### src/logic/csled_consts.vh
// Timing constants and colour codes for the camera status lamp driver
`ifndef CSLED_CONSTS_VH
`define CSLED_CONSTS_VH

// Lamp colour codes {green, red}; amber is both
`define CSLED_COL_OFF    2'h0
`define CSLED_COL_RED    2'h1
`define CSLED_COL_GREEN  2'h2
`define CSLED_COL_AMBER  2'h3

// Clock rate, tick length, blink half periods, detect minimum and trigger hold times
`define CSLED_CLK_HZ         100000000
`define CSLED_TICK_US        1000
`define CSLED_TICK_CYC       ((`CSLED_CLK_HZ / 1000000) * `CSLED_TICK_US)
`define CSLED_FAST_HALF_MS   125
`define CSLED_SLOW_HALF_MS   500
`define CSLED_TRIG_HALF_MS   100
`define CSLED_DETECT_MIN_MS  1000
`define CSLED_TRIG_HOLD_MS   500

`endif

### src/logic/csled_driver.v
// Status lamp driver for the power/trigger and link indicators
`timescale 1ns/10ps
`default_nettype none
`include "csled_consts.vh"

module csled_driver
#(
  parameter integer TICK_CYC      = `CSLED_TICK_CYC,
  parameter integer FAST_HALF_MS  = `CSLED_FAST_HALF_MS,
  parameter integer SLOW_HALF_MS  = `CSLED_SLOW_HALF_MS,
  parameter integer TRIG_HALF_MS  = `CSLED_TRIG_HALF_MS,
  parameter integer DETECT_MIN_MS = `CSLED_DETECT_MIN_MS,
  parameter integer TRIG_HOLD_MS  = `CSLED_TRIG_HOLD_MS
)
(
  // Clock and reset
  input  wire       core_clk,
  input  wire       sys_rst,
  // Camera core status
  input  wire       init_done,
  input  wire       trigger_mode,
  input  wire       trigger_pulse,
  // Link layer status
  input  wire       link_powering,
  input  wire       link_cable_power,
  input  wire       link_detecting,
  input  wire       link_up,
  input  wire       link_waiting,
  input  wire       link_streaming,
  input  wire       link_testing,
  // Power/trigger indicator {green, red}
  output reg  [1:0] power_trigger_indicator,
  // Link indicator {green, red}
  output reg  [1:0] link_indicator
);

  localparam [5:0] ST_DARK   = 6'h01;
  localparam [5:0] ST_NOCONN = 6'h02;
  localparam [5:0] ST_DETECT = 6'h04;
  localparam [5:0] ST_UP     = 6'h08;
  localparam [5:0] ST_HOLD   = 6'h10;
  localparam [5:0] ST_POWER  = 6'h20;

  ////////////////////////////////////////////////////////////////////////////
  // Input synchronisers (two flops, first flop feeds only the second)
  wire [9:0] in_raw;
  reg  [9:0] sync1_reg;
  reg  [9:0] sync2_reg;

  assign in_raw = {init_done, trigger_mode, trigger_pulse, link_powering,
                   link_cable_power, link_detecting, link_up, link_waiting,
                   link_streaming, link_testing};

  genvar gi;
  generate
    for (gi = 0; gi < 10; gi = gi + 1)
    begin : g_sync
      always @(posedge core_clk)
      begin
        if (sys_rst)
        begin
          sync1_reg[gi] <= 1'b0;
          sync2_reg[gi] <= 1'b0;
        end
        else
        begin
          sync1_reg[gi] <= in_raw[gi];
          sync2_reg[gi] <= sync1_reg[gi];
        end
      end
    end
  endgenerate

  wire s_init   = sync2_reg[9];
  wire s_tmode  = sync2_reg[8];
  wire s_trig   = sync2_reg[7];
  wire s_pwrup  = sync2_reg[6];
  wire s_cable  = sync2_reg[5];
  wire s_detect = sync2_reg[4];
  wire s_up     = sync2_reg[3];
  wire s_wait   = sync2_reg[2];
  wire s_stream = sync2_reg[1];
  wire s_test   = sync2_reg[0];

  ////////////////////////////////////////////////////////////////////////////
  // Millisecond tick and free-running blink phases
  reg  [23:0] tick_cnt_reg;
  reg         tick_reg;
  reg  [15:0] fast_cnt_reg;
  reg  [15:0] slow_cnt_reg;
  reg  [15:0] trig_cnt_reg;
  reg         fast_ph_reg;
  reg         slow_ph_reg;
  reg         trig_ph_reg;

  always @(posedge core_clk)
  begin
    if (sys_rst)
    begin
      tick_cnt_reg <= 24'h000000;
      tick_reg     <= 1'b0;
    end
    else if (tick_cnt_reg == TICK_CYC[23:0] - 24'h000001)
    begin
      tick_cnt_reg <= 24'h000000;
      tick_reg     <= 1'b1;
    end
    else
    begin
      tick_cnt_reg <= tick_cnt_reg + 24'h000001;
      tick_reg     <= 1'b0;
    end
  end

  always @(posedge core_clk)
  begin
    if (sys_rst)
    begin
      fast_cnt_reg <= 16'h0000;
      slow_cnt_reg <= 16'h0000;
      trig_cnt_reg <= 16'h0000;
      fast_ph_reg  <= 1'b0;
      slow_ph_reg  <= 1'b0;
      trig_ph_reg  <= 1'b0;
    end
    else if (tick_reg)
    begin
      if (fast_cnt_reg == FAST_HALF_MS[15:0] - 16'h0001)
      begin
        fast_cnt_reg <= 16'h0000;
        fast_ph_reg  <= ~fast_ph_reg;
      end
      else
        fast_cnt_reg <= fast_cnt_reg + 16'h0001;
      if (slow_cnt_reg == SLOW_HALF_MS[15:0] - 16'h0001)
      begin
        slow_cnt_reg <= 16'h0000;
        slow_ph_reg  <= ~slow_ph_reg;
      end
      else
        slow_cnt_reg <= slow_cnt_reg + 16'h0001;
      // Own rate, never reset by trigger edges
      if (trig_cnt_reg == TRIG_HALF_MS[15:0] - 16'h0001)
      begin
        trig_cnt_reg <= 16'h0000;
        trig_ph_reg  <= ~trig_ph_reg;
      end
      else
        trig_cnt_reg <= trig_cnt_reg + 16'h0001;
    end
  end

  ////////////////////////////////////////////////////////////////////////////
  // Trigger activity: retriggered hold window after each trigger edge
  reg         trig_d_reg;
  reg  [15:0] trig_hold_reg;
  wire        trig_edge = s_trig & ~trig_d_reg;
  wire        trig_active = s_tmode & (trig_hold_reg != 16'h0000);

  always @(posedge core_clk)
  begin
    if (sys_rst)
    begin
      trig_d_reg    <= 1'b0;
      trig_hold_reg <= 16'h0000;
    end
    else
    begin
      trig_d_reg <= s_trig;
      if (trig_edge)
        trig_hold_reg <= TRIG_HOLD_MS[15:0];
      else if (tick_reg && trig_hold_reg != 16'h0000)
        trig_hold_reg <= trig_hold_reg - 16'h0001;
    end
  end

  ////////////////////////////////////////////////////////////////////////////
  // Power/trigger indicator
  reg [1:0] pt_next;

  always @*
  begin
    if (!s_init)
      pt_next = `CSLED_COL_AMBER;
    else if (trigger_mode_on_blink(trig_active))
      pt_next = trig_ph_reg ? `CSLED_COL_GREEN : `CSLED_COL_OFF;
    else
      pt_next = `CSLED_COL_GREEN;
  end

  function trigger_mode_on_blink;
    input act;
    begin
      trigger_mode_on_blink = act;
    end
  endfunction

  ////////////////////////////////////////////////////////////////////////////
  // Link state machine with minimum detect display time
  reg  [5:0]  state_reg;
  reg  [5:0]  state_next;
  reg  [15:0] det_ms_reg;
  reg         det_cable_reg;
  wire        det_min_done = (det_ms_reg >= DETECT_MIN_MS[15:0]);

  always @*
  begin
    state_next = state_reg;
    case (state_reg)
      ST_DARK, ST_NOCONN, ST_POWER, ST_UP:
      begin
        if (s_detect)
          state_next = ST_DETECT;
        else if (s_up)
          state_next = ST_UP;
        else if (s_pwrup)
          state_next = ST_POWER;
        else if (!s_cable && state_reg != ST_DARK)
          state_next = ST_NOCONN;
        else if (s_cable)
          state_next = ST_DARK;
        else
          state_next = ST_NOCONN;
      end
      ST_DETECT:
      begin
        if (!s_detect)
          state_next = ST_HOLD;
      end
      ST_HOLD:
      begin
        if (s_detect)
          state_next = ST_DETECT;
        else if (det_min_done)
          state_next = s_up ? ST_UP : (s_cable ? ST_DARK : ST_NOCONN);
      end
      default:
        state_next = ST_DARK;
    endcase
  end

  always @(posedge core_clk)
  begin
    if (sys_rst)
    begin
      state_reg     <= ST_DARK;
      det_ms_reg    <= 16'h0000;
      det_cable_reg <= 1'b0;
    end
    else
    begin
      state_reg <= state_next;
      if (state_reg != ST_DETECT && state_reg != ST_HOLD)
      begin
        det_ms_reg    <= 16'h0000;
        det_cable_reg <= s_cable;
      end
      else if (tick_reg && !det_min_done)
        det_ms_reg <= det_ms_reg + 16'h0001;
    end
  end

  ////////////////////////////////////////////////////////////////////////////
  // Link indicator pattern select
  reg [1:0] lk_next;

  always @*
  begin
    case (state_reg)
      ST_DARK:
        lk_next = `CSLED_COL_OFF;
      ST_POWER:
        lk_next = `CSLED_COL_AMBER;
      ST_NOCONN:
        lk_next = (slow_ph_reg && !s_cable) ? `CSLED_COL_RED : `CSLED_COL_OFF;
      ST_DETECT, ST_HOLD:
      begin
        if (det_cable_reg)
          lk_next = fast_ph_reg ? `CSLED_COL_GREEN : `CSLED_COL_AMBER;
        else
          lk_next = fast_ph_reg ? `CSLED_COL_AMBER : `CSLED_COL_OFF;
      end
      ST_UP:
      begin
        if (s_test)
          lk_next = slow_ph_reg ? `CSLED_COL_GREEN : `CSLED_COL_AMBER;
        else if (s_stream)
          lk_next = fast_ph_reg ? `CSLED_COL_GREEN : `CSLED_COL_OFF;
        else if (s_wait)
          lk_next = slow_ph_reg ? `CSLED_COL_AMBER : `CSLED_COL_OFF;
        else
          lk_next = `CSLED_COL_GREEN;
      end
      default:
        lk_next = `CSLED_COL_OFF;
    endcase
  end

  ////////////////////////////////////////////////////////////////////////////
  // Registered outputs
  always @(posedge core_clk)
  begin
    if (sys_rst)
    begin
      power_trigger_indicator <= `CSLED_COL_AMBER;
      link_indicator          <= `CSLED_COL_OFF;
    end
    else
    begin
      power_trigger_indicator <= pt_next;
      link_indicator          <= lk_next;
    end
  end

endmodule
`default_nettype wire

### config.mk
export PLATFORM = sky130hd
export DESIGN_NAME = csled_driver
export DESIGN_NICKNAME = d
export VERILOG_FILES = /design/src/logic/csled_driver.v
export VERILOG_INCLUDE_DIRS = /design/src /design/src/logic
export SDC_FILE = /design/constraint.sdc
export NUM_CORES = 1
export LEC_CHECK = 0
export BUFFER_PORTS_ARGS = -buffer_cell sky130_fd_sc_hd__buf_2
export CORE_MARGIN = 2
export CORE_UTILIZATION = 45
export CTS_CLUSTER_SIZE = 12
export DETAILED_ROUTE_END_ITERATION = 8
export PLACE_DENSITY = 0.71
export SLEW_MARGIN = 5
export SYNTH_ARGS = -nofsm -noshare
export SYNTH_HDL_FRONTEND = slang
export SYNTH_SLANG_ARGS = --single-unit
### constraint.sdc
create_clock -name core_clk -period 2.4 [get_ports core_clk]
set_clock_uncertainty 0.2 [all_clocks]
set_input_delay 0.12 -clock core_clk [delete_from_list [all_inputs] [get_ports core_clk]]
set_output_delay 0.12 -clock core_clk [all_outputs]
set_load 0.02 [all_outputs]
==> metrics <==
Synth area leader dfxtp_1; Post-Route WL approximately 11 mm; Seq/Total Area, Yosys a little under half; WHS Endpoint trig_ph_reg; worst hold path type input pin to flop; Critical Path, Cell by Cell or4_1 -> or4_1 -> nor4_2 -> or2_1 -> buf_4 -> nor2_1; Initial DRC Count 259; H-tree depth 4; period utilization 93.5%; Vias/cell 5.18; max reg flops 24; Synth Cell Area between 6000 and 7000 sq um; Worst Path Class, Setup flop to flop; Clock Sinks between 100 and 150; async set or reset register ratio after synthesis 0%; Hold Startpoint sys_rst; post-synth top area share 46.6%; largest net degree at the start of global routing 36; Post-Syn Instances around 680; vias in the first global route approximately 4400; clk root buf clkbuf_16; area delta synth->final 15.8%; Peak VDD IR around 0.00053 V; Least-Margin Pin Slew 0.755 ns; core footprint around 13000 sq um; synth unique cells between 50 and 60; drt first pass iters 4; Worst-Skew Late Latency roughly 0.43 ns; placed insts approximately 860; Num CTS Buffers 17; Fin Setup TNS 0 ns; Worst Path Arrival approximately 2.4 ns; Synthesized Nets ~700; CTS Buffer Depth 2; # diodes 0; Leak approximately 2.5 nW; Post-DP HPWL about 7.4 mm; first-pass GRT wire length 19.4 mm; element type at the critical path end flop; GP Congestion between 0.8 and 0.9; Post-synth EDFFs 0; Slowest-stage cell, CP or4_1; gr usage total 16.5%; Die W roughly 120 um; io pins 16; Primary FF master, synth dfxtp_1; row cnt 42; worst endpoint required time 2.51 ns; Initial Util between 40% and 50%; WHS Path Cells 2; Worst-path clk slew roughly 0.06 ns; final net count 731; f_max around 450 MHz; power per cell area about 750 nW/um^2; Reg-to-Reg Start tick_cnt_reg[6]; R2R Setup Slk between 0.15 and 0.2 ns; Fin. Hold Viols 0; CP max stage delay between 0.5 and 0.6 ns; top post-synthesis cells by count dfxtp_1, nor2_1, xor2_1; Synth area leaders dfxtp_1, xor2_1, nor2_1; RR Endpoint tick_cnt_reg[9]; status complete, no violations; CP max FO 10; min cycle time layout roughly 2.2 ns; Reg2Reg Depth 6; Worst setup SP type flop; RSZ-0062 raised after global routing false; final cell count without fillers roughly 900; layout cells sized above 1 ~8.4%; Slew Limit Fails 0; Max-slew headroom approximately half; initial antenna violation count 0; top-count cell post-synth dfxtp_1; Mean Syn Cell Area 8.84 sq um; Fill cells ~1200; Vias roughly 4600; flip-flop and latch area 2800 sq um; footprint of the multi-input gates between 3000 and 4000 sq um; final setup fails 0; number of I/O port buffers 15; Routed WL per cell between 10 and 15 um; die area roughly 14000 sq um; Yosys reg bits 140; Most common cell on crit path or4_1; Ys Warns 0; MaxCap Viol Count 0; TritonCTS clock tree built; post-CTS sizing 0; Die Span Y ~120 um; DR DRC count 0; global route overflow 0; ANT nets after route 0
[worst max path at each step]
stage                          startpoint          endpoint  slack, ns  cells after the start
final                     tick_cnt_reg[6]   tick_cnt_reg[9]       0.16                      6
after floorplan           tick_cnt_reg[6]  tick_cnt_reg[14]       0.28                      7
after global routing      tick_cnt_reg[6]  tick_cnt_reg[10]       0.03                      6
after detailed placement  tick_cnt_reg[6]  tick_cnt_reg[22]       0.20                      6
after global placement    tick_cnt_reg[6]  tick_cnt_reg[10]       0.26                      6
after CTS                 tick_cnt_reg[6]   tick_cnt_reg[8]       0.16                      6
[per-stage QoR]
step | power [mW] | setup WS, ns | hold slack (ns) | cell area (sq um) | utilization, %
2_1_floorplan | 2.59 | 0.276 | 0.0482 | 6020 | -
3_3_place_gp | 2.63 | 0.260 | 0.130 | 6260 | 47.7
3_5_place_dp | 2.64 | 0.204 | 0.135 | 6260 | 47.7
4_1_cts | 5.30 | 0.156 | 0.0237 | 6970 | 53.0
5_1_grt | 5.44 | 0.0319 | 0.0606 | 6970 | 53.0
6_report | 5.25 | 0.156 | 0.0213 | 6970 | 53.0
[critical path, delay by kind of cell, from the launching register on]
kind                   cells  cell delay (ns)
DFF                        1             0.33
buffers and inverters      1             0.17
and+or+nand+nor            5             1.43
[power by group]
part | leakage [nW] | switching [mW] | internal, mW
registers | 1.13 | 0.0378 | 2.36
logic | 1.12 | 0.110 | 0.0911
clock network | 0.293 | 0.962 | 1.68
[cells in the final DEF (no fill, tap or decap), types with 4 or more instances in the layout]
| cell type | instances |
|---|---|
| dfxtp_1 | 140 |
| nor2_1 | 119 |
| xor2_1 | 57 |
| nand2_1 | 45 |
| xnor2_1 | 30 |
| nand4_1 | 29 |
| nor2b_1 | 29 |
| nand3_1 | 25 |
| nor3_1 | 22 |
| inv_1 | 19 |
| nor4_1 | 18 |
| clkbuf_16 | 17 |
| a21oi_1 | 15 |
| buf_2 | 15 |
| and3_1 | 13 |
| and2_1 | 10 |
| ha_1 | 10 |
| dlygate4sd3_1 | 10 |
| buf_4 | 10 |
| o21ai_0 | 9 |
| and4_1 | 8 |
| nand2b_1 | 6 |
| mux2i_1 | 5 |
| a211oi_1 | 5 |
| nor4b_1 | 4 |
| or4_1 | 4 |
| clkinv_2 | 4 |
[final cells by class]
cell class | instances | share of cell area [%]
Multi-Input combinational cell | 496 | 43.3
Timing Repair Buffer | 35 | 3.59
Tap cell | 176 | 3.16
Clock inverter | 11 | 2.05
Clock buffer | 21 | 6.61
Inverter | 19 | 1.02
Sequential cell | 140 | 40.2
[what timing repair did]
action / 4_1_cts / 5_1_grt
hold buffers: 10 / 0
buffers inserted: 0 / 0
endpoints found under the setup margin: 0 / 0
hold endpoints to repair: 10 / 0
[routing by layer]
layer	vias up	global-route usage (%)	wire [um]
li1	2385	-	-
met3	16	5.18	341
met4	0	7.06	191
met2	67	27.3	5220
met5	-	0	0
met1	2181	19.9	5290
[cells by family after synthesis]
group                    Yosys count  share of synthesized area (%)
AO/OA/AOI/OAI                     42                           4.39
flip-flops                       140                           46.6
XOR/XNOR                          87                           12.7
multiplexers                       6                           1.02
adder cells (fa/ha/maj)           10                           2.08
buffers and inverters             45                           3.22
AND/OR/NAND/NOR                  351                           30.0
(Power assumes the default switching activity.)
